`config.mk`:
```
export PLATFORM = sky130hd
export DESIGN_NAME = rfbi_rom_if
export DESIGN_NICKNAME = d
export VERILOG_FILES = /design/src/hw/rfbi_pkg.sv /design/src/hw/rfbi_rom_if.sv /design/src/hw/rfbi_timer.sv
export VERILOG_INCLUDE_DIRS = /design/src /design/src/hw
export SDC_FILE = /design/constraint.sdc
export NUM_CORES = 1
export LEC_CHECK = 0
export ABC_AREA = 1
export BUFFER_PORTS_ARGS = -buffer_cell sky130_fd_sc_hd__buf_4
export CORE_MARGIN = 2
export CORE_UTILIZATION = 47
export CTS_CLUSTER_DIAMETER = 100
export DETAILED_ROUTE_END_ITERATION = 10
export PLACE_DENSITY = 0.78
export RECOVER_POWER = 100
export SYNTH_ARGS = -nofsm -noshare
export SYNTH_HDL_FRONTEND = slang
export SYNTH_HIERARCHICAL = 1
export SYNTH_SLANG_ARGS = --single-unit
export TNS_END_PERCENT = 100
```
`constraint.sdc`:
```
create_clock -name clk -period 2.3 [get_ports clk]
set_input_delay 0.46 -clock clk [delete_from_list [all_inputs] [get_ports clk]]
set_output_delay 0.46 -clock clk [all_outputs]
set_load 0.05 [all_outputs]
```
`src/hw/rfbi_consts.svh`:
```
// Purpose: Constants for the ROM and flash bus interface.
// Assumes: Included by the interface and timer modules.
// Notes: Cycle counts except RFBI_SYNC_LAT are memory clock cycles before doubling.
`ifndef RFBI_CONSTS_SVH
`define RFBI_CONSTS_SVH
`define RFBI_ROM_LAST 32'h01FFFFFF
`define RFBI_BANK_BIT 24
`define RFBI_CFG_WEN 7
`define RFBI_CFG_W16 6
`define RFBI_CFG_FULL 5
`define RFBI_CFG_RESET 8'h40
`define RFBI_NSEQ_SLOW 4'h7
`define RFBI_WR_MIN 4'h3
`define RFBI_BURST_BASE 4'h5
`define RFBI_SYNC_LAT 5'h2
`endif

```
`src/hw/rfbi_pkg.sv`:
```
// Purpose: Types for the ROM and flash bus interface.
// Assumes: Nothing.
// Notes: Holds the bank configuration layout.
package rfbi_pkg;
  typedef struct packed {
    logic wen;
    logic w16;
    logic full;
    logic [1:0] burst;
    logic [2:0] nseq;
  } rfbi_cfg_t;
  typedef struct packed {
    logic req;
    logic wr;
    logic seq;
    logic [31:0] addr;
    logic [31:0] wdata;
  } rfbi_req_t;
  typedef enum logic [1:0] {
    RFBI_IDLE = 2'b00,
    RFBI_ACC = 2'b01,
    RFBI_DONE = 2'b10
  } rfbi_state_t;
endpackage

```
`src/hw/rfbi_rom_if.sv`:
```
// Purpose: ROM and flash bus interface toward the processor.
// Assumes: Processor holds its request until ack; board pins sync.
// Notes: Configuration bytes are plain ports written by cfg strobes.
`timescale 1ns/1ps
`include "rfbi_consts.svh"
module rfbi_rom_if
  import rfbi_pkg::*;
(
  input wire logic clk,
  input wire logic nrst,
  input wire rfbi_req_t cpu_req,
  output logic cpu_ack,
  output logic [31:0] cpu_rdata,
  input wire logic cfg0_we,
  input wire logic cfg1_we,
  input wire logic [7:0] cfg_wdata,
  output logic [7:0] rom_bank0_config,
  output logic [7:0] rom_bank1_config,
  output logic rom_chip_select_n,
  output logic output_enable_n,
  output logic write_enable_n,
  output logic [28:0] latched_address,
  output logic [31:0] data_out,
  output logic data_oe,
  input wire logic [31:0] data_in
);
  rfbi_state_t st_q, st_d;
  logic [7:0] cfg0_q, cfg0_d, cfg1_q, cfg1_d;
  logic [28:0] la_q, la_d;
  logic [15:0] low_q, low_d;
  logic [31:0] rd_q, rd_d;
  logic [31:0] din_s1_q, din_s2_q;
  logic half_q, half_d, brst_q, brst_d, wr_q, wr_d;
  logic cs_q, cs_d, oe_q, oe_d, we_q, we_d, doe_q, doe_d;
  logic ack_q, ack_d, start, done, in_rom, same_grp;
  rfbi_cfg_t cfg;

  function automatic logic [7:0] bank_cfg(input logic [31:0] a,
                                          input logic [7:0] c0,
                                          input logic [7:0] c1);
    bank_cfg = a[`RFBI_BANK_BIT] ? c1 : c0;
  endfunction

  assign in_rom = (cpu_req.addr <= `RFBI_ROM_LAST);
  assign cfg = rfbi_cfg_t'(bank_cfg(cpu_req.addr, cfg0_q, cfg1_q));
  assign same_grp = (la_q[28:4] == cpu_req.addr[28:4]) && cfg.burst != 2'b00;

  rfbi_timer u_timer (
    .clk(clk),
    .nrst(nrst),
    .start(start),
    .burst_cyc(brst_d),
    .wr(wr_d),
    .cfg(cfg),
    .done(done)
  );

  always_comb begin
    cfg0_d = cfg0_we ? cfg_wdata : cfg0_q;
    cfg1_d = cfg1_we ? cfg_wdata : cfg1_q;
    st_d = st_q;
    la_d = la_q;
    low_d = low_q;
    rd_d = rd_q;
    half_d = half_q;
    brst_d = brst_q;
    wr_d = wr_q;
    cs_d = cs_q;
    oe_d = oe_q;
    we_d = we_q;
    doe_d = doe_q;
    ack_d = 1'b0;
    start = 1'b0;
    case (st_q)
      RFBI_IDLE: begin
        if (cpu_req.req && in_rom && !ack_q) begin
          wr_d = cpu_req.wr;
          half_d = 1'b0;
          if (cpu_req.wr && !cfg.wen) begin
            ack_d = 1'b1;
          end else begin
            brst_d = cpu_req.seq && same_grp && !cfg.w16;
            if (cfg.w16) begin
              la_d = {cpu_req.addr[27:2], 1'b0, 2'b00};
            end else begin
              la_d = cpu_req.addr[28:0];
            end
            cs_d = 1'b1;
            oe_d = !cpu_req.wr;
            we_d = cpu_req.wr;
            doe_d = cpu_req.wr;
            start = 1'b1;
            st_d = RFBI_ACC;
          end
        end
      end
      RFBI_ACC: begin
        if (done) begin
          we_d = 1'b0;
          if (cfg.w16 && !half_q) begin
            low_d = din_s2_q[15:0];
            half_d = 1'b1;
            brst_d = (cfg.burst != 2'b00);
            la_d = {la_q[28:3], 1'b1, la_q[1:0]};
            we_d = wr_q;
            start = 1'b1;
          end else begin
            rd_d = cfg.w16 ? {din_s2_q[15:0], low_q} : din_s2_q;
            cs_d = 1'b0;
            oe_d = 1'b0;
            doe_d = 1'b0;
            ack_d = 1'b1;
            st_d = RFBI_DONE;
          end
        end
      end
      RFBI_DONE: begin
        st_d = RFBI_IDLE;
      end
      default: begin
        st_d = RFBI_IDLE;
      end
    endcase
  end

  always_ff @(posedge clk or negedge nrst) begin
    if (!nrst) begin
      st_q <= RFBI_IDLE;
      cfg0_q <= `RFBI_CFG_RESET;
      cfg1_q <= `RFBI_CFG_RESET;
      la_q <= 29'h0;
      low_q <= 16'h0;
      rd_q <= 32'h0;
      din_s1_q <= 32'h0;
      din_s2_q <= 32'h0;
      half_q <= 1'b0;
      brst_q <= 1'b0;
      wr_q <= 1'b0;
      cs_q <= 1'b0;
      oe_q <= 1'b0;
      we_q <= 1'b0;
      doe_q <= 1'b0;
      ack_q <= 1'b0;
      data_out <= 32'h0;
    end else begin
      st_q <= st_d;
      cfg0_q <= cfg0_d;
      cfg1_q <= cfg1_d;
      la_q <= la_d;
      low_q <= low_d;
      rd_q <= rd_d;
      din_s1_q <= data_in;
      din_s2_q <= din_s1_q;
      half_q <= half_d;
      brst_q <= brst_d;
      wr_q <= wr_d;
      cs_q <= cs_d;
      oe_q <= oe_d;
      we_q <= we_d;
      doe_q <= doe_d;
      ack_q <= ack_d;
      if (start && wr_d) begin
        data_out <= (cfg.w16 && half_d) ? {16'h0, cpu_req.wdata[31:16]}
                                        : cpu_req.wdata;
      end
    end
  end

  assign cpu_ack = ack_q;
  assign cpu_rdata = rd_q;
  assign rom_bank0_config = cfg0_q;
  assign rom_bank1_config = cfg1_q;
  assign rom_chip_select_n = !cs_q;
  assign output_enable_n = !oe_q;
  assign write_enable_n = !we_q;
  assign latched_address = la_q;
  assign data_oe = doe_q;
endmodule // rfbi_rom_if

```
`src/hw/rfbi_timer.sv`:
```
// Purpose: Computes and counts one ROM cycle length.
// Assumes: Start is a one-cycle pulse, given while idle or on the done cycle for a second halfword.
// Notes: Done pulses on the last cycle of the access.
`timescale 1ns/1ps
`include "rfbi_consts.svh"
module rfbi_timer
  import rfbi_pkg::*;
(
  input wire logic clk,
  input wire logic nrst,
  input wire logic start,
  input wire logic burst_cyc,
  input wire logic wr,
  input wire rfbi_cfg_t cfg,
  output logic done
);
  logic [4:0] cnt_q, cnt_d;
  logic [3:0] base;
  logic [4:0] len;
  always_comb begin
    if (burst_cyc) begin
      base = `RFBI_BURST_BASE - {2'b00, cfg.burst};
    end else begin
      base = `RFBI_NSEQ_SLOW - {1'b0, cfg.nseq};
    end
    if (wr && base < `RFBI_WR_MIN) begin
      base = `RFBI_WR_MIN;
    end
    len = cfg.full ? {1'b0, base} : {base, 1'b0};
    // Done must not depend on start, or the restart of a second halfword
    // would loop back through the caller's start logic.
    done = (cnt_q == 5'h1);
    cnt_d = cnt_q;
    if (start) begin
      // The extra cycles cover the two-flop delay on the data pins.
      cnt_d = len + `RFBI_SYNC_LAT;
    end else if (cnt_q != 5'h0) begin
      cnt_d = cnt_q - 5'h1;
    end
  end
  always_ff @(posedge clk or negedge nrst) begin
    if (!nrst) begin
      cnt_q <= 5'h0;
    end else begin
      cnt_q <= cnt_d;
    end
  end
endmodule // rfbi_timer

```
After elaboration in Yosys (flattened, before gate mapping)
Index checks and enable logic that the tools add are counted.

Output and inout bits: 114. Register bits after elaboration: 204.

Bitwise gates (word level): 3. Mux-type cells: 54. Reduce and logical (&&, ||, !) cells: 30. Add/sub/neg operators: 4. Equality and inequality tests: 8. $lt $le $gt $ge: 2.

Operators with widths (number): two-way mux 29 bit (3); two-way mux 32 bit (2); one-hot mux 29 bit (2 select lines) (1); <= comparator 32 x 25 -> 1 bit (second input constant) (1); two-way mux 1 bit (27); equality test 25 bit (1); one-hot mux 1 bit (2 select lines) (8); two-way mux 5 bit (3); AND reduction 4 bit (3); logical AND 1 bit (10); != test 2 bit (second input constant) (5); AND reduction 5 bit (2); zero test 1 bit (8); two-way mux 2 bit (4); two-way mux 4 bit (2); two-way mux 8 bit (1); two-way mux 3 bit (2); AND reduction 3 bit (2); nonzero test 2 bit (3); adder 5 x 2 -> 5 bit (second input constant) (1); equality test 5 x 1 -> 1 bit (second input constant) (1); nonzero test 5 bit (1); subtractor 5 x 1 -> 5 bit (second input constant) (1); less-than comparator 4 x 2 -> 1 bit (second input constant) (1); other kinds (6) (8).

Depth between registers and ports, before layout
Gate-level depths: netlist of run 1.

Word-level depth: 15. Depth in mapped cells: 22. Depth with buffers taken out: 21.

Hierarchy
Netlist of run 1, hierarchy kept.

Modules (own cells, without submodules): rfbi_rom_if (area each 8020.2 um^2, times used 1, cells an instance 852, seq. area each 4982.3 um^2); rfbi_timer (area each 459.2 um^2, times used 1, cells an instance 63, seq. area each 125.1 um^2).

Worst setup path before layout of run 1
OpenSTA, ideal clock, no wires.

Path type: reg2reg. Start point: register ack_q (netlist: cpu_ack). End point: register u_timer.cnt_q[2]. Data arrival time: 2559 ps. Setup slack: -382 ps. Cell stages (with the launch flop): 15. Buffers on the path: 1. Period minus slack after synthesis: 2682 ps. Data required time: 2177 ps. Library setup time: 123 ps. Cells stage by stage: dfrtp_1 nand3b_1 nor2_2 nand3_2 clkbuf_1 nand3_1 nand2_1 inv_2 nand2_1 nand2_1 nand3_2 and2_2 ha_1 o21ai_0 a21oi_1.

Word-level cells in the longest chain between the ends: 11. Elaborated cells between the ends (all ways): 16. Classes of those cells: 1 x add/sub; 1 x order compare; 10 x mux; 4 x reduce/logical.

Ends and longest elaborated chain: from (decl) (RTL line rfbi_rom_if.sv:35) `logic ack_q, ack_d, start, done, in_rom, same_grp;`; from (signal assigned) (RTL line rfbi_rom_if.sv:161) `ack_q <= ack_d;`; zero test 1 bit (*) (RTL line rfbi_rom_if.sv:76) `if (cpu_req.req && in_rom && !ack_q) begin`; logical AND 1 bit (*) (RTL line rfbi_rom_if.sv:76); two-way mux 1 bit (*) (RTL line rfbi_rom_if.sv:76); one-hot mux 1 bit (2 select lines) (*) (RTL line rfbi_rom_if.sv:74) `case (st_q)`; via brst_d (RTL line rfbi_rom_if.sv:33) `logic half_q, half_d, brst_q, brst_d, wr_q, wr_d;`; two-way mux 4 bit (*) (RTL line rfbi_timer.sv:21) `if (burst_cyc) begin`; less-than comparator 4 x 2 -> 1 bit (no line); logical AND 1 bit (no line); two-way mux 4 bit (*) (RTL line rfbi_timer.sv:26) `` if (wr && base < `RFBI_WR_MIN) begin ``; two-way mux 5 bit (*) (RTL line rfbi_timer.sv:29) `len = cfg.full ? {1'b0, base} : {base, 1'b0};`; adder 5 x 2 -> 5 bit (no line) (*); two-way mux 5 bit (*) (RTL line rfbi_timer.sv:34) `if (start) begin`; to (signal assigned) (RTL line rfbi_timer.sv:45) `cnt_q <= cnt_d;`; to (decl) (RTL line rfbi_timer.sv:17) `logic [4:0] cnt_q, cnt_d;`.

Mark *: on every way through the listed nets, which the timed path passes. The rest lies on a longest branch. A chain may end at the register's enable or synchronous reset.

Worst setup path after layout of run 1
Start point: register cfg0_q[6] (netlist: rom_bank0_config[6]). End point: register u_timer.cnt_q[2].

Word-level cells in the longest chain between the ends: 13. Elaborated cells between the ends (all ways): 20. Classes of those cells: 1 x add/sub; 1 x order compare; 13 x mux; 5 x reduce/logical.

Ends and longest elaborated chain: from (decl) (RTL line rfbi_rom_if.sv:28) `logic [7:0] cfg0_q, cfg0_d, cfg1_q, cfg1_d;`; from (signal assigned) (RTL line rfbi_rom_if.sv:129) `` cfg0_q <= `RFBI_CFG_RESET; ``; from (signal assigned) (RTL line rfbi_rom_if.sv:147) `cfg0_q <= cfg0_d;`; two-way mux 8 bit (*) (RTL line rfbi_rom_if.sv:41) `` bank_cfg = a[`RFBI_BANK_BIT] ? c1 : c0; ``; zero test 1 bit (RTL line rfbi_rom_if.sv:82) `brst_d = cpu_req.seq && same_grp && !cfg.w16;`; logical AND 1 bit (RTL line rfbi_rom_if.sv:82); two-way mux 1 bit (RTL line rfbi_rom_if.sv:79) `if (cpu_req.wr && !cfg.wen) begin`; two-way mux 1 bit (RTL line rfbi_rom_if.sv:76); one-hot mux 1 bit (2 select lines) (*) (RTL line rfbi_rom_if.sv:74); via brst_d (RTL line rfbi_rom_if.sv:33); two-way mux 4 bit (*) (RTL line rfbi_timer.sv:21); less-than comparator 4 x 2 -> 1 bit (no line); logical AND 1 bit (no line); two-way mux 4 bit (*) (RTL line rfbi_timer.sv:26); two-way mux 5 bit (*) (RTL line rfbi_timer.sv:29); adder 5 x 2 -> 5 bit (no line) (*); two-way mux 5 bit (*) (RTL line rfbi_timer.sv:34).

Marked as above.

==> results.py, run 1 <==
metrics = {
    "clock_tree": {
        "cts_tree": "done",
        "clk_pin_slew_worst_paths_ns": 0.06,
        "clock_tree.buffer_depth": 3,
        "cts_inserted_buffers": 22,
        "worst_skew_pair.late_latency_ns": 0.51,
        "htree_levels": 1,
        "ctsRootBufferMaster": "clkbuf_16",
        "cts_sinks": 204,
    },
    "placement": {
        "io_buffer_count": 224,
        "post-place-ws_ns": -0.236,
        "place_congestion": 0.911,
        "hpwl_reported_at_the_end_of_detailed_placement_um": 15300,
        "dpl-instance-area_um2": 10900,
    },
    "final_layout": {
        "final_nets": 1303,
        "final_layout_size_suffix_gt1_share_pct": 32.1,
        "num_antenna_cells": 0,
        "layout.cell_area.non_filler_um2": 11700,
        "areaGrowthSynthToFinish_pct": 38.3,
    },
    "synthesis": {
        "synth_warnings": 6,
        "netlist_area_before_placement_um2": 8480,
        "postSynthCellCount": 914,
        "syn_nets": 1029,
        "syn_avg_cell_area_um2": 9.27,
    },
    "setup_path": {
        "critical_path_peak_fanout": 4,
        "cp_data_arrival_time_ns": 2.77,
        "cp-end-kind": "flop",
        "required_ns": 2.68,
        "reg2reg_slack_ns": -0.09,
        "first_element_of_the_critical_path": "rom_bank0_config[6]",
        "startpoint_type_of_the_worst_setup_path": "flop",
        "ff2ff_path_depth": 19,
        "worst_r2r_endpoint": "u_timer/cnt_q[2]",
        "criticalPathCategory": "reg2reg",
        "worstReg2RegStart": "rom_bank0_config[6]",
    },
    "global_route": {
        "aggregate_global_routing_overflow": 0,
        "grt_resource_usage_total_pct": 22.8,
        "grtUsageMet3_pct": 5.65,
        "grt_pass1_wl_um": 35900,
        "gr-max-usage-layer": "met2",
        "number_of_global_route_vias_before_repair": 7244,
        "gr-usage-met1_pct": 29.3,
        "grt_antenna_before_repair": 0,
        "largest_net_degree_at_the_start_of_global_routing": 66,
        "use_met2_pct": 38.8,
    },
    "power_and_ir_drop": {
        "vdd_ir_drop_max_mv": 0.935,
        "pwr_density_cell_nw_per_um2": 1040,
        "power.leakage_nw": 6.07,
    },
    "floorplanning": {
        "design.die.area_um2": 19100,
        "chipHeight_um": 138,
        "initial_utilization_pct": 47.5,
        "rows": 49,
        "ios": 225,
        "core-area_um2": 17800,
        "die_w_um": 138,
    },
    "routing": {
        "routed_wirelength_um": 21800,
        "detailroute.via_count": 7154,
        "remaining_drc_errors": 0,
        "vias_per_cell": 5.00,
        "route.detailed.wl_per_inst_um": 15.2,
        "drt_pre_antenna_iters": 5,
        "first_iter_violations": 341,
        "postRouteAntennaNets": 0,
    },
    "status": {
        "run_status": "finished, violations left",
        "violations_in_the_final_reports": "setup timing",
    },
    "worst_hold_path": {
        "timing.hold.worst.class": "in2reg",
        "hold-path-cell-count": 1,
        "whs_endpoint": "din_s1_q[24]",
        "hold_path_startpoint": "data_in[24]",
    },
    "sta": {
        "clock.fmax_mhz": 419,
        "timing.max_slew.rel_slack_pct": 63.0,
        "fin_ws_ns": -0.0893,
        "hold_violations": 0,
        "layout_min_cycle_time_ns": 2.39,
        "hold_slack_ns": 0.0773,
        "setup-tns-final_ns": -0.175,
        "max_slew.worst_pin.slew_ns": 0.555,
        "setup_violations": 2,
        "clock_skew_ns": 0.00800,
        "rsz0062_at_grt": "yes",
        "final.period_utilization_pct": 104,
        "final_max_slew_viol_count": 0,
    },
    "run": {
        "maxCapViolations": 0,
    },
}
[how the worst max path moves through the flow]
| stage | endpoint | cells after the start |
|---|---|---|
| finish | u_timer/cnt_q[2] | 19 |
| global route | u_timer/cnt_q[3] | 21 |
| CTS | u_timer/cnt_q[3] | 19 |
| detailed placement | u_timer/cnt_q[3] | 22 |
| global placement | u_timer/cnt_q[3] | 22 |
| floorplan | u_timer/cnt_q[3] | 20 |
[sequential cells by signal, indices dropped and copies added (netlist names)]
signal	count
half_q	1
cs_q	1
cpu_ack	1
latched_address	29
data_oe	1
we_q	1
u_timer/cnt_q	5
din_s2_q	32
st_q	2
data_out	32
cpu_rdata	32
rom_bank1_config	8
oe_q	1
rom_bank0_config	8
wr_q	1
brst_q	1
din_s1_q	32
low_q	16
[layout make-up]
type                       instances  area, um2
timing repair buffer             290       2260
multi-input combinational        616       3080
fill                            1400       6120
tap                              229        287
clock buffer                      26        596
inverter                          54        215
clock inverter                    13        176
sequential                       204       5110
[routing by layer]
layer  vias to the layer above  routed length, um  part of all wire [%]
met2                       241              10800                    50
met3                        35               1550                   7.1
li1                       3451                  -                     -
met4                         0                505                   2.3
met5                         -                  0                     0
met1                      3427               8890                    41
[worst max-delay path, stage by stage, from the launching register on]
cell and delay [ns]:
dfstp_2 0.56, inv_4 0.05, nor2_4 0.14, nor2_8 0.07, nand2_1 0.07, nor2_1 0.04
nand3_1 0.07, nor2_1 0.06, nand2_1 0.07, nand2_2 0.06, nand2_2 0.07, nand2_4 0.07
inv_4 0.08, nand2_1 0.07, nand2_2 0.09, nand3_2 0.10, and2_4 0.18, ha_4 0.23
o21ai_2 0.14, a21oi_1 0.07
[through the flow]
stage	std cells	util (%)	total power [W]
after global routing	1432	65.7	0.0128
after CTS	1431	65.6	0.0122
after global placement	1388	60.9	0.00840
final	1432	65.7	0.0121
after floorplan	914	-	0.00703
after detailed placement	1388	60.9	0.00849
[power by group]
part | switching (W) | internal (W) | leakage [nW]
sequential | 0.000353 | 0.00413 | 2.56
combinational | 0.00266 | 0.00134 | 3.13
clock | 0.00145 | 0.00221 | 0.372
[layout by cell type, fill, tap and decap left out, drive strengths merged, types with 22 or more instances in the layout]
master and count:
nand2 350, buf 256, dfrtp 202, o21ai 71
nor2 66, clkbuf 59, inv 54, a31oi 34
nand3 29, xnor2 22
[repair_timing]
action / CTS / global route
setup endpoints to repair: 2 / 2
hold buffers: 1 / 0
endpoints found under the hold margin: 56 / 0
setup buffers: 3 / 1
pin swaps: 12 / 4
resized for setup: 9 / 3
Power figures use the tool's default switching activity.
==> run 2: changes to the inputs <==
--- a/config.mk
+++ b/config.mk
@@ -9,10 +9,10 @@
 export ABC_AREA = 1
 export BUFFER_PORTS_ARGS = -buffer_cell sky130_fd_sc_hd__buf_4
 export CORE_MARGIN = 2
-export CORE_UTILIZATION = 47
+export CORE_UTILIZATION = 45
 export CTS_CLUSTER_DIAMETER = 100
 export DETAILED_ROUTE_END_ITERATION = 10
-export PLACE_DENSITY = 0.78
+export PLACE_DENSITY = 0.76
 export RECOVER_POWER = 100
 export SYNTH_ARGS = -nofsm -noshare
 export SYNTH_HDL_FRONTEND = slang
==> constraint.sdc (replaced) <==
create_clock -name clk -period 2.3 [get_ports clk]
set_input_delay 0.23 -clock clk [delete_from_list [all_inputs] [get_ports clk]]
set_output_delay 0.23 -clock clk [all_outputs]
set_load 0.05 [all_outputs]
==> run 2 against run 1 <==
The run ends with capacitance limit, slew limit, setup timing left. Die area grew 4.3%. Total power shrank 3.9%. Clock power shrank 4%. Flip-flop and latch count is the same. Non-clock buffer count grew 25. Critical path depth is the same. Sequential power is essentially flat. Register-to-register slack gained 0.04 ns. Core utilization shrank 3.7 points. Critical endpoint is now u_timer/cnt_q[3]. Largest power group unchanged.
==> results.py, run 2 (same netlist as run 1, synthesis figures left out) <==
metrics = {
    "sta": {
        "timing.max_slew.rel_slack_pct": -3.18,
        "max_slew.worst_pin.slew_ns": 1.55,
        "final.period_utilization_pct": 102,
        "rsz0062_at_grt": "yes",
        "hold_slack_ns": 0.0158,
        "clock.fmax_mhz": 426,
        "final_max_slew_viol_count": 62,
        "fin_ws_ns": -0.0456,
        "hold_violations": 0,
        "setup_violations": 2,
        "clock_skew_ns": 0.0160,
        "layout_min_cycle_time_ns": 2.35,
    },
    "floorplanning": {
        "design.die.area_um2": 19900,
        "rows": 50,
        "die_w_um": 141,
        "initial_utilization_pct": 45.6,
        "chipHeight_um": 141,
        "ios": 225,
        "core-area_um2": 18600,
    },
    "placement": {
        "place_congestion": 0.890,
        "hpwl_reported_at_the_end_of_detailed_placement_um": 15100,
        "io_buffer_count": 224,
        "post-place-ws_ns": -0.0609,
    },
    "clock_tree": {
        "cts_tree": "done",
        "htree_levels": 1,
        "cts_inserted_buffers": 22,
        "worst_skew_pair.late_latency_ns": 0.51,
        "clk_pin_slew_worst_paths_ns": 0.06,
        "clock_tree.buffer_depth": 3,
        "cts_sinks": 204,
        "ctsRootBufferMaster": "clkbuf_16",
    },
    "final_layout": {
        "final_layout_size_suffix_gt1_share_pct": 19.5,
        "num_antenna_cells": 0,
        "final_nets": 1328,
        "final_common_cell": "nand2_1",
        "layout.cells.most_common_list": "nand2_1, dfrtp_1, clkbuf_1",
        "areaGrowthSynthToFinish_pct": 36.0,
    },
    "power_and_ir_drop": {
        "pwr_density_cell_nw_per_um2": 1010,
        "power.leakage_nw": 5.66,
        "comb_power_share_pct": 31.3,
        "vdd_ir_drop_max_mv": 0.871,
        "cell_internal_pwr_w": 0.00723,
        "power.net_switching_w": 0.00444,
        "p_total_w": 0.0117,
        "p_sw_share_pct": 38.0,
        "seq_power_share_pct": 38.4,
        "clockPowerShare_pct": 30.3,
    },
    "global_route": {
        "grt_antenna_before_repair": 0,
        "grt_pass1_wl_um": 36400,
        "aggregate_global_routing_overflow": 0,
        "largest_net_degree_at_the_start_of_global_routing": 66,
        "grt_resource_usage_total_pct": 22.7,
        "number_of_global_route_vias_before_repair": 7124,
    },
    "status": {
        "run_status": "finished, violations left",
        "violations_in_the_final_reports": "capacitance limit, slew limit, setup timing",
    },
    "setup_path": {
        "reg2reg_slack_ns": -0.05,
        "critical_path_peak_fanout": 4,
        "required_ns": 2.73,
        "cp_data_arrival_time_ns": 2.78,
        "cp-end-kind": "flop",
        "startpoint_type_of_the_worst_setup_path": "flop",
        "criticalPathCategory": "reg2reg",
    },
    "routing": {
        "first_iter_violations": 337,
        "route.detailed.wl_per_inst_um": 15.5,
        "drt_pre_antenna_iters": 7,
        "remaining_drc_errors": 0,
        "detailroute.via_count": 7080,
        "vias_per_cell": 4.84,
        "postRouteAntennaNets": 0,
        "routed_wirelength_um": 22700,
    },
    "worst_hold_path": {
        "timing.hold.worst.class": "in2reg",
    },
    "run": {
        "maxCapViolations": 1,
    },
}
==> run 2: cell types whose count changed in the layout (fill, tap and decap cells not counted), moves of 2 or more <==
cell           change
clkinv_2           -2
dlygate4sd3_1     +55
buf_4            -143
nand2_4            +2
clkbuf_1         +115
bufinv_16          -2
clkbuf_8           +3
clkbuf_2           +2
clkinvlp_4         -2
buf_12             -4
buf_2              +2
==> run 2: worst paths after layout <==
| kind | end | cells past startpoint | startpoint |
|---|---|---|---|
| setup reg to reg | u_timer/cnt_q[3] | 19 | rom_bank0_config[6] |
| hold reg to reg | din_s2_q[15] | 0 | din_s1_q[15] |
| hold / removal | data_out[26] | 3 | cpu_req[26] |
| max in group asynchronous | rom_bank0_config[6] | 3 | nrst |
| setup / recovery | u_timer/cnt_q[3] | 19 | rom_bank0_config[6] |
| min in group asynchronous | data_oe | 2 | nrst |
==> run 2: cell type report <==
cell class              count  area (um2)
fillers                  1650        7050
flip-flops and latches    204        5110
multi-input cells         616        3080
repair buffers            315        2100
clock buffers              33         662
well taps                 234         293
inverters                  54         215
clock inverters             6        68.8
==> run 2: critical path, stage by stage (launching register included) <==
cell and delay, ns:
dfstp_2 0.53, inv_2 0.05, nor2_4 0.14, nor2_8 0.08
nor2_8 0.12, inv_4 0.05, nor2_8 0.10, inv_6 0.04
nand2_2 0.05, nand2_2 0.06, nand2_4 0.11, inv_4 0.05
nand2_2 0.07, nand2_4 0.06, a31oi_2 0.25, ha_4 0.17
inv_2 0.04, a21oi_2 0.11, o21ai_1 0.07, a21oi_1 0.13
==> run 2: per-layer routing <==
metal | part of all wire [%] | up-vias | wire, um | global-route usage, %
met5 | 0 | - | 0 | 0
met4 | 1.9 | 0 | 427 | 5.26
met3 | 8.1 | 35 | 1830 | 6.18
met2 | 49 | 231 | 11000 | 38.8
met1 | 41 | 3304 | 9420 | 29.0
li1 | - | 3510 | - | -
==> run 2: power by group through the flow <==
stage | logic (W) | registers (W) | clock network [W]
finish | 0.00365 | 0.00448 | 0.00353
global route | 0.00396 | 0.00454 | 0.00376
CTS | 0.00400 | 0.00449 | 0.00361
detailed placement | 0.00390 | 0.00454 | 0
global placement | 0.00383 | 0.00453 | 0
floorplan | 0.00125 | 0.00577 | 0
==> run 2: stage by stage <==
step | util [%] | area (um2) | setup TNS [ns] | cells
floorplan | - | 8550 | -0.498 | 914
global placement | 57.3 | 10600 | 0 | 1366
detailed placement | 57.3 | 10600 | -0.0973 | 1366
CTS | 64.3 | 11900 | 0 | 1461
global route | 62.0 | 11500 | -1.88 | 1462
finish | 62.0 | 11500 | -0.0465 | 1462
==> run 2: timing repair <==
item	4_1_cts	5_1_grt
pin swaps	5	11
hold buffers	56	0
buffers inserted	0	1
setup endpoints to repair	2	16
endpoints found under the hold margin	119	0
gates resized for setup	3	9
==> run 3: changes to the inputs <==
--- a/config.mk
+++ b/config.mk
@@ -8,10 +8,12 @@
 export LEC_CHECK = 0
 export ABC_AREA = 1
 export BUFFER_PORTS_ARGS = -buffer_cell sky130_fd_sc_hd__buf_4
+export CAP_MARGIN = 20
 export CORE_MARGIN = 2
 export CORE_UTILIZATION = 45
 export CTS_CLUSTER_DIAMETER = 100
 export DETAILED_ROUTE_END_ITERATION = 10
+export HOLD_SLACK_MARGIN = 0.05
 export PLACE_DENSITY = 0.76
 export RECOVER_POWER = 100
 export SYNTH_ARGS = -nofsm -noshare
==> run 3 against run 2 <==
Via count increased by 3.7%. Total power increased by 0.65%. Global-route usage increased by 0.70 points. Die area unchanged. Clock power about the same. Critical path depth unchanged. Sequential power about the same. Worst setup slack got worse by 0.0019 ns. Core utilization increased by 2.2 points. The run still ends with capacitance limit, slew limit, setup timing left. Largest power group unchanged. Sequential share of layout area decreased by 1.5 points. Wire length increased by 3.4%. Critical endpoint unchanged.
==> results.py, run 3 (same netlist as run 1, synthesis figures left out) <==
metrics = {
    "clock_tree": {
        "worst_skew_pair.late_latency_ns": 0.51,
        "ctsRootBufferMaster": "clkbuf_16",
        "clock_tree.buffer_depth": 3,
        "clk_pin_slew_worst_paths_ns": 0.07,
        "cts_sinks": 204,
        "cts_inserted_buffers": 22,
        "htree_levels": 1,
        "cts_tree": "done",
    },
    "global_route": {
        "number_of_global_route_vias_before_repair": 7443,
        "grt_pass1_wl_um": 37500,
        "grt_antenna_before_repair": 0,
        "aggregate_global_routing_overflow": 0,
        "largest_net_degree_at_the_start_of_global_routing": 66,
        "grt_resource_usage_total_pct": 23.4,
    },
    "sta": {
        "setup_violations": 2,
        "clock_skew_ns": 0.0154,
        "layout_min_cycle_time_ns": 2.35,
        "timing.max_slew.rel_slack_pct": -3.48,
        "final.period_utilization_pct": 102,
        "max_slew.worst_pin.slew_ns": 1.55,
        "hold_violations": 0,
        "fin_ws_ns": -0.0475,
        "rsz0062_at_grt": "yes",
        "final_max_slew_viol_count": 62,
        "clock.fmax_mhz": 426,
        "hold_slack_ns": 0.0663,
    },
    "routing": {
        "route.detailed.wl_per_inst_um": 15.6,
        "postRouteAntennaNets": 0,
        "detailroute.via_count": 7340,
        "remaining_drc_errors": 0,
        "routed_wirelength_um": 23500,
        "first_iter_violations": 319,
        "drt_pre_antenna_iters": 5,
        "vias_per_cell": 4.89,
    },
    "power_and_ir_drop": {
        "p_total_w": 0.0117,
        "vdd_ir_drop_max_mv": 0.873,
        "power.leakage_nw": 5.82,
        "pwr_density_cell_nw_per_um2": 984,
    },
    "setup_path": {
        "required_ns": 2.73,
        "worstPathCellList": "inv_2 > nor2_4 > nor2_8 > nor2_8 > inv_4 > nor2_8 > inv_6 > nand2_2 > nand2_2 > nand2_4 > inv_4 > nand2_2 > nand2_4 > a31oi_2 > ha_4 > inv_2 > a21oi_2 > o21ai_1 > a21oi_1",
        "worst_path_largest_cell_delay_ns": 0.54,
        "crit_slowest_cell": "dfstp_2",
        "cp_data_arrival_time_ns": 2.78,
        "cp-end-kind": "flop",
        "path_delay_family": "simple AND/OR/NAND/NOR gates",
        "startpoint_type_of_the_worst_setup_path": "flop",
        "criticalPathCategory": "reg2reg",
        "reg2reg_slack_ns": -0.05,
        "path_buf_inv": 5,
        "critical_path_peak_fanout": 4,
    },
    "status": {
        "violations_in_the_final_reports": "capacitance limit, slew limit, setup timing",
        "run_status": "finished, violations left",
    },
    "floorplanning": {
        "core-area_um2": 18600,
        "ios": 225,
        "die_w_um": 141,
        "chipHeight_um": 141,
        "design.die.area_um2": 19900,
        "initial_utilization_pct": 45.6,
        "rows": 50,
    },
    "placement": {
        "place_congestion": 0.890,
        "dpl-instance-area_um2": 10600,
        "io_buffer_count": 224,
        "post-place-ws_ns": -0.0609,
        "hpwl_reported_at_the_end_of_detailed_placement_um": 15100,
    },
    "final_layout": {
        "final_common_cell": "nand2_1",
        "final_layout_size_suffix_gt1_share_pct": 18.8,
        "layout.cells.most_common_list": "nand2_1, dfrtp_1, clkbuf_1",
        "layout.cell_area.non_filler_um2": 11900,
        "num_antenna_cells": 0,
        "final_nets": 1368,
        "areaGrowthSynthToFinish_pct": 40.7,
        "nFillCells": 1606,
    },
    "run": {
        "maxCapViolations": 1,
    },
    "worst_hold_path": {
        "timing.hold.worst.class": "in2reg",
    },
}
==> run 3: changes by cell type in the layout (fill, tap and decap cells not counted), sizes merged <==
| cell | previous run | this run |
|---|---|---|
| dlygate4sd3 | 56 | 96 |
==> run 3: metrics by stage <==
stage               TNS, ns  utilization, %  cells
floorplan            -0.498               -    914
global placement          0            57.3   1366
detailed placement  -0.0973            57.3   1366
CTS                       0            66.4   1501
global route          -1.92            64.2   1502
finish              -0.0507            64.2   1502
==> run 3: worst paths after layout <==
kind                                startpoint                  end  cells past startpoint
max                        rom_bank0_config[6]     u_timer/cnt_q[3]                     19
min                                cpu_req[43]  latched_address[11]                      3
min in group asynchronous                 nrst              data_oe                      2
max in group asynchronous                 nrst  rom_bank0_config[6]                      3
max reg2reg                rom_bank0_config[6]     u_timer/cnt_q[3]                     19
min reg2reg                       din_s1_q[15]         din_s2_q[15]                      0
==> run 3: cell type report <==
class,count,area (um2),area share (%)
well taps,234,293,2.45
repair buffers,355,2500,21.0
clock buffers,33,662,5.55
flip-flops and latches,204,5110,42.8
clock inverters,6,68.8,0.577
multi-input cells,616,3080,25.8
inverters,54,215,1.80
==> run 3: worst min-delay path: stages <==
cell	delay, ns
buf_4	0.09
mux2i_1	0.05
o21ai_0	0.14
==> run 3: routing by layer <==
layer  share of wire, %  GRT usage (%)  up-vias
met5                  0              0        -
met4                2.4           5.89        0
met3                7.5           6.08       45
met2                 49           40.6      262
met1                 41           29.3     3445
li1                   -              -     3588
==> run 3: timing repair <==
action / 4_1_cts / 5_1_grt
endpoints found under the setup margin: 2 / 17
hold buffers: 96 / 0
buffers inserted: 0 / 1
pin swaps: 5 / 11
resized for setup: 3 / 9
endpoints found under the hold margin: 146 / 0
==> run 3: power by group <==
part	total (W)	switching [W]	internal (W)	leakage, nW
Clock	0.00353	0.00143	0.00210	0.359
Sequential	0.00448	0.000348	0.00413	2.56
Combinational	0.00373	0.00268	0.00104	2.90
Total	0.0117	0.00446	0.00728	5.82
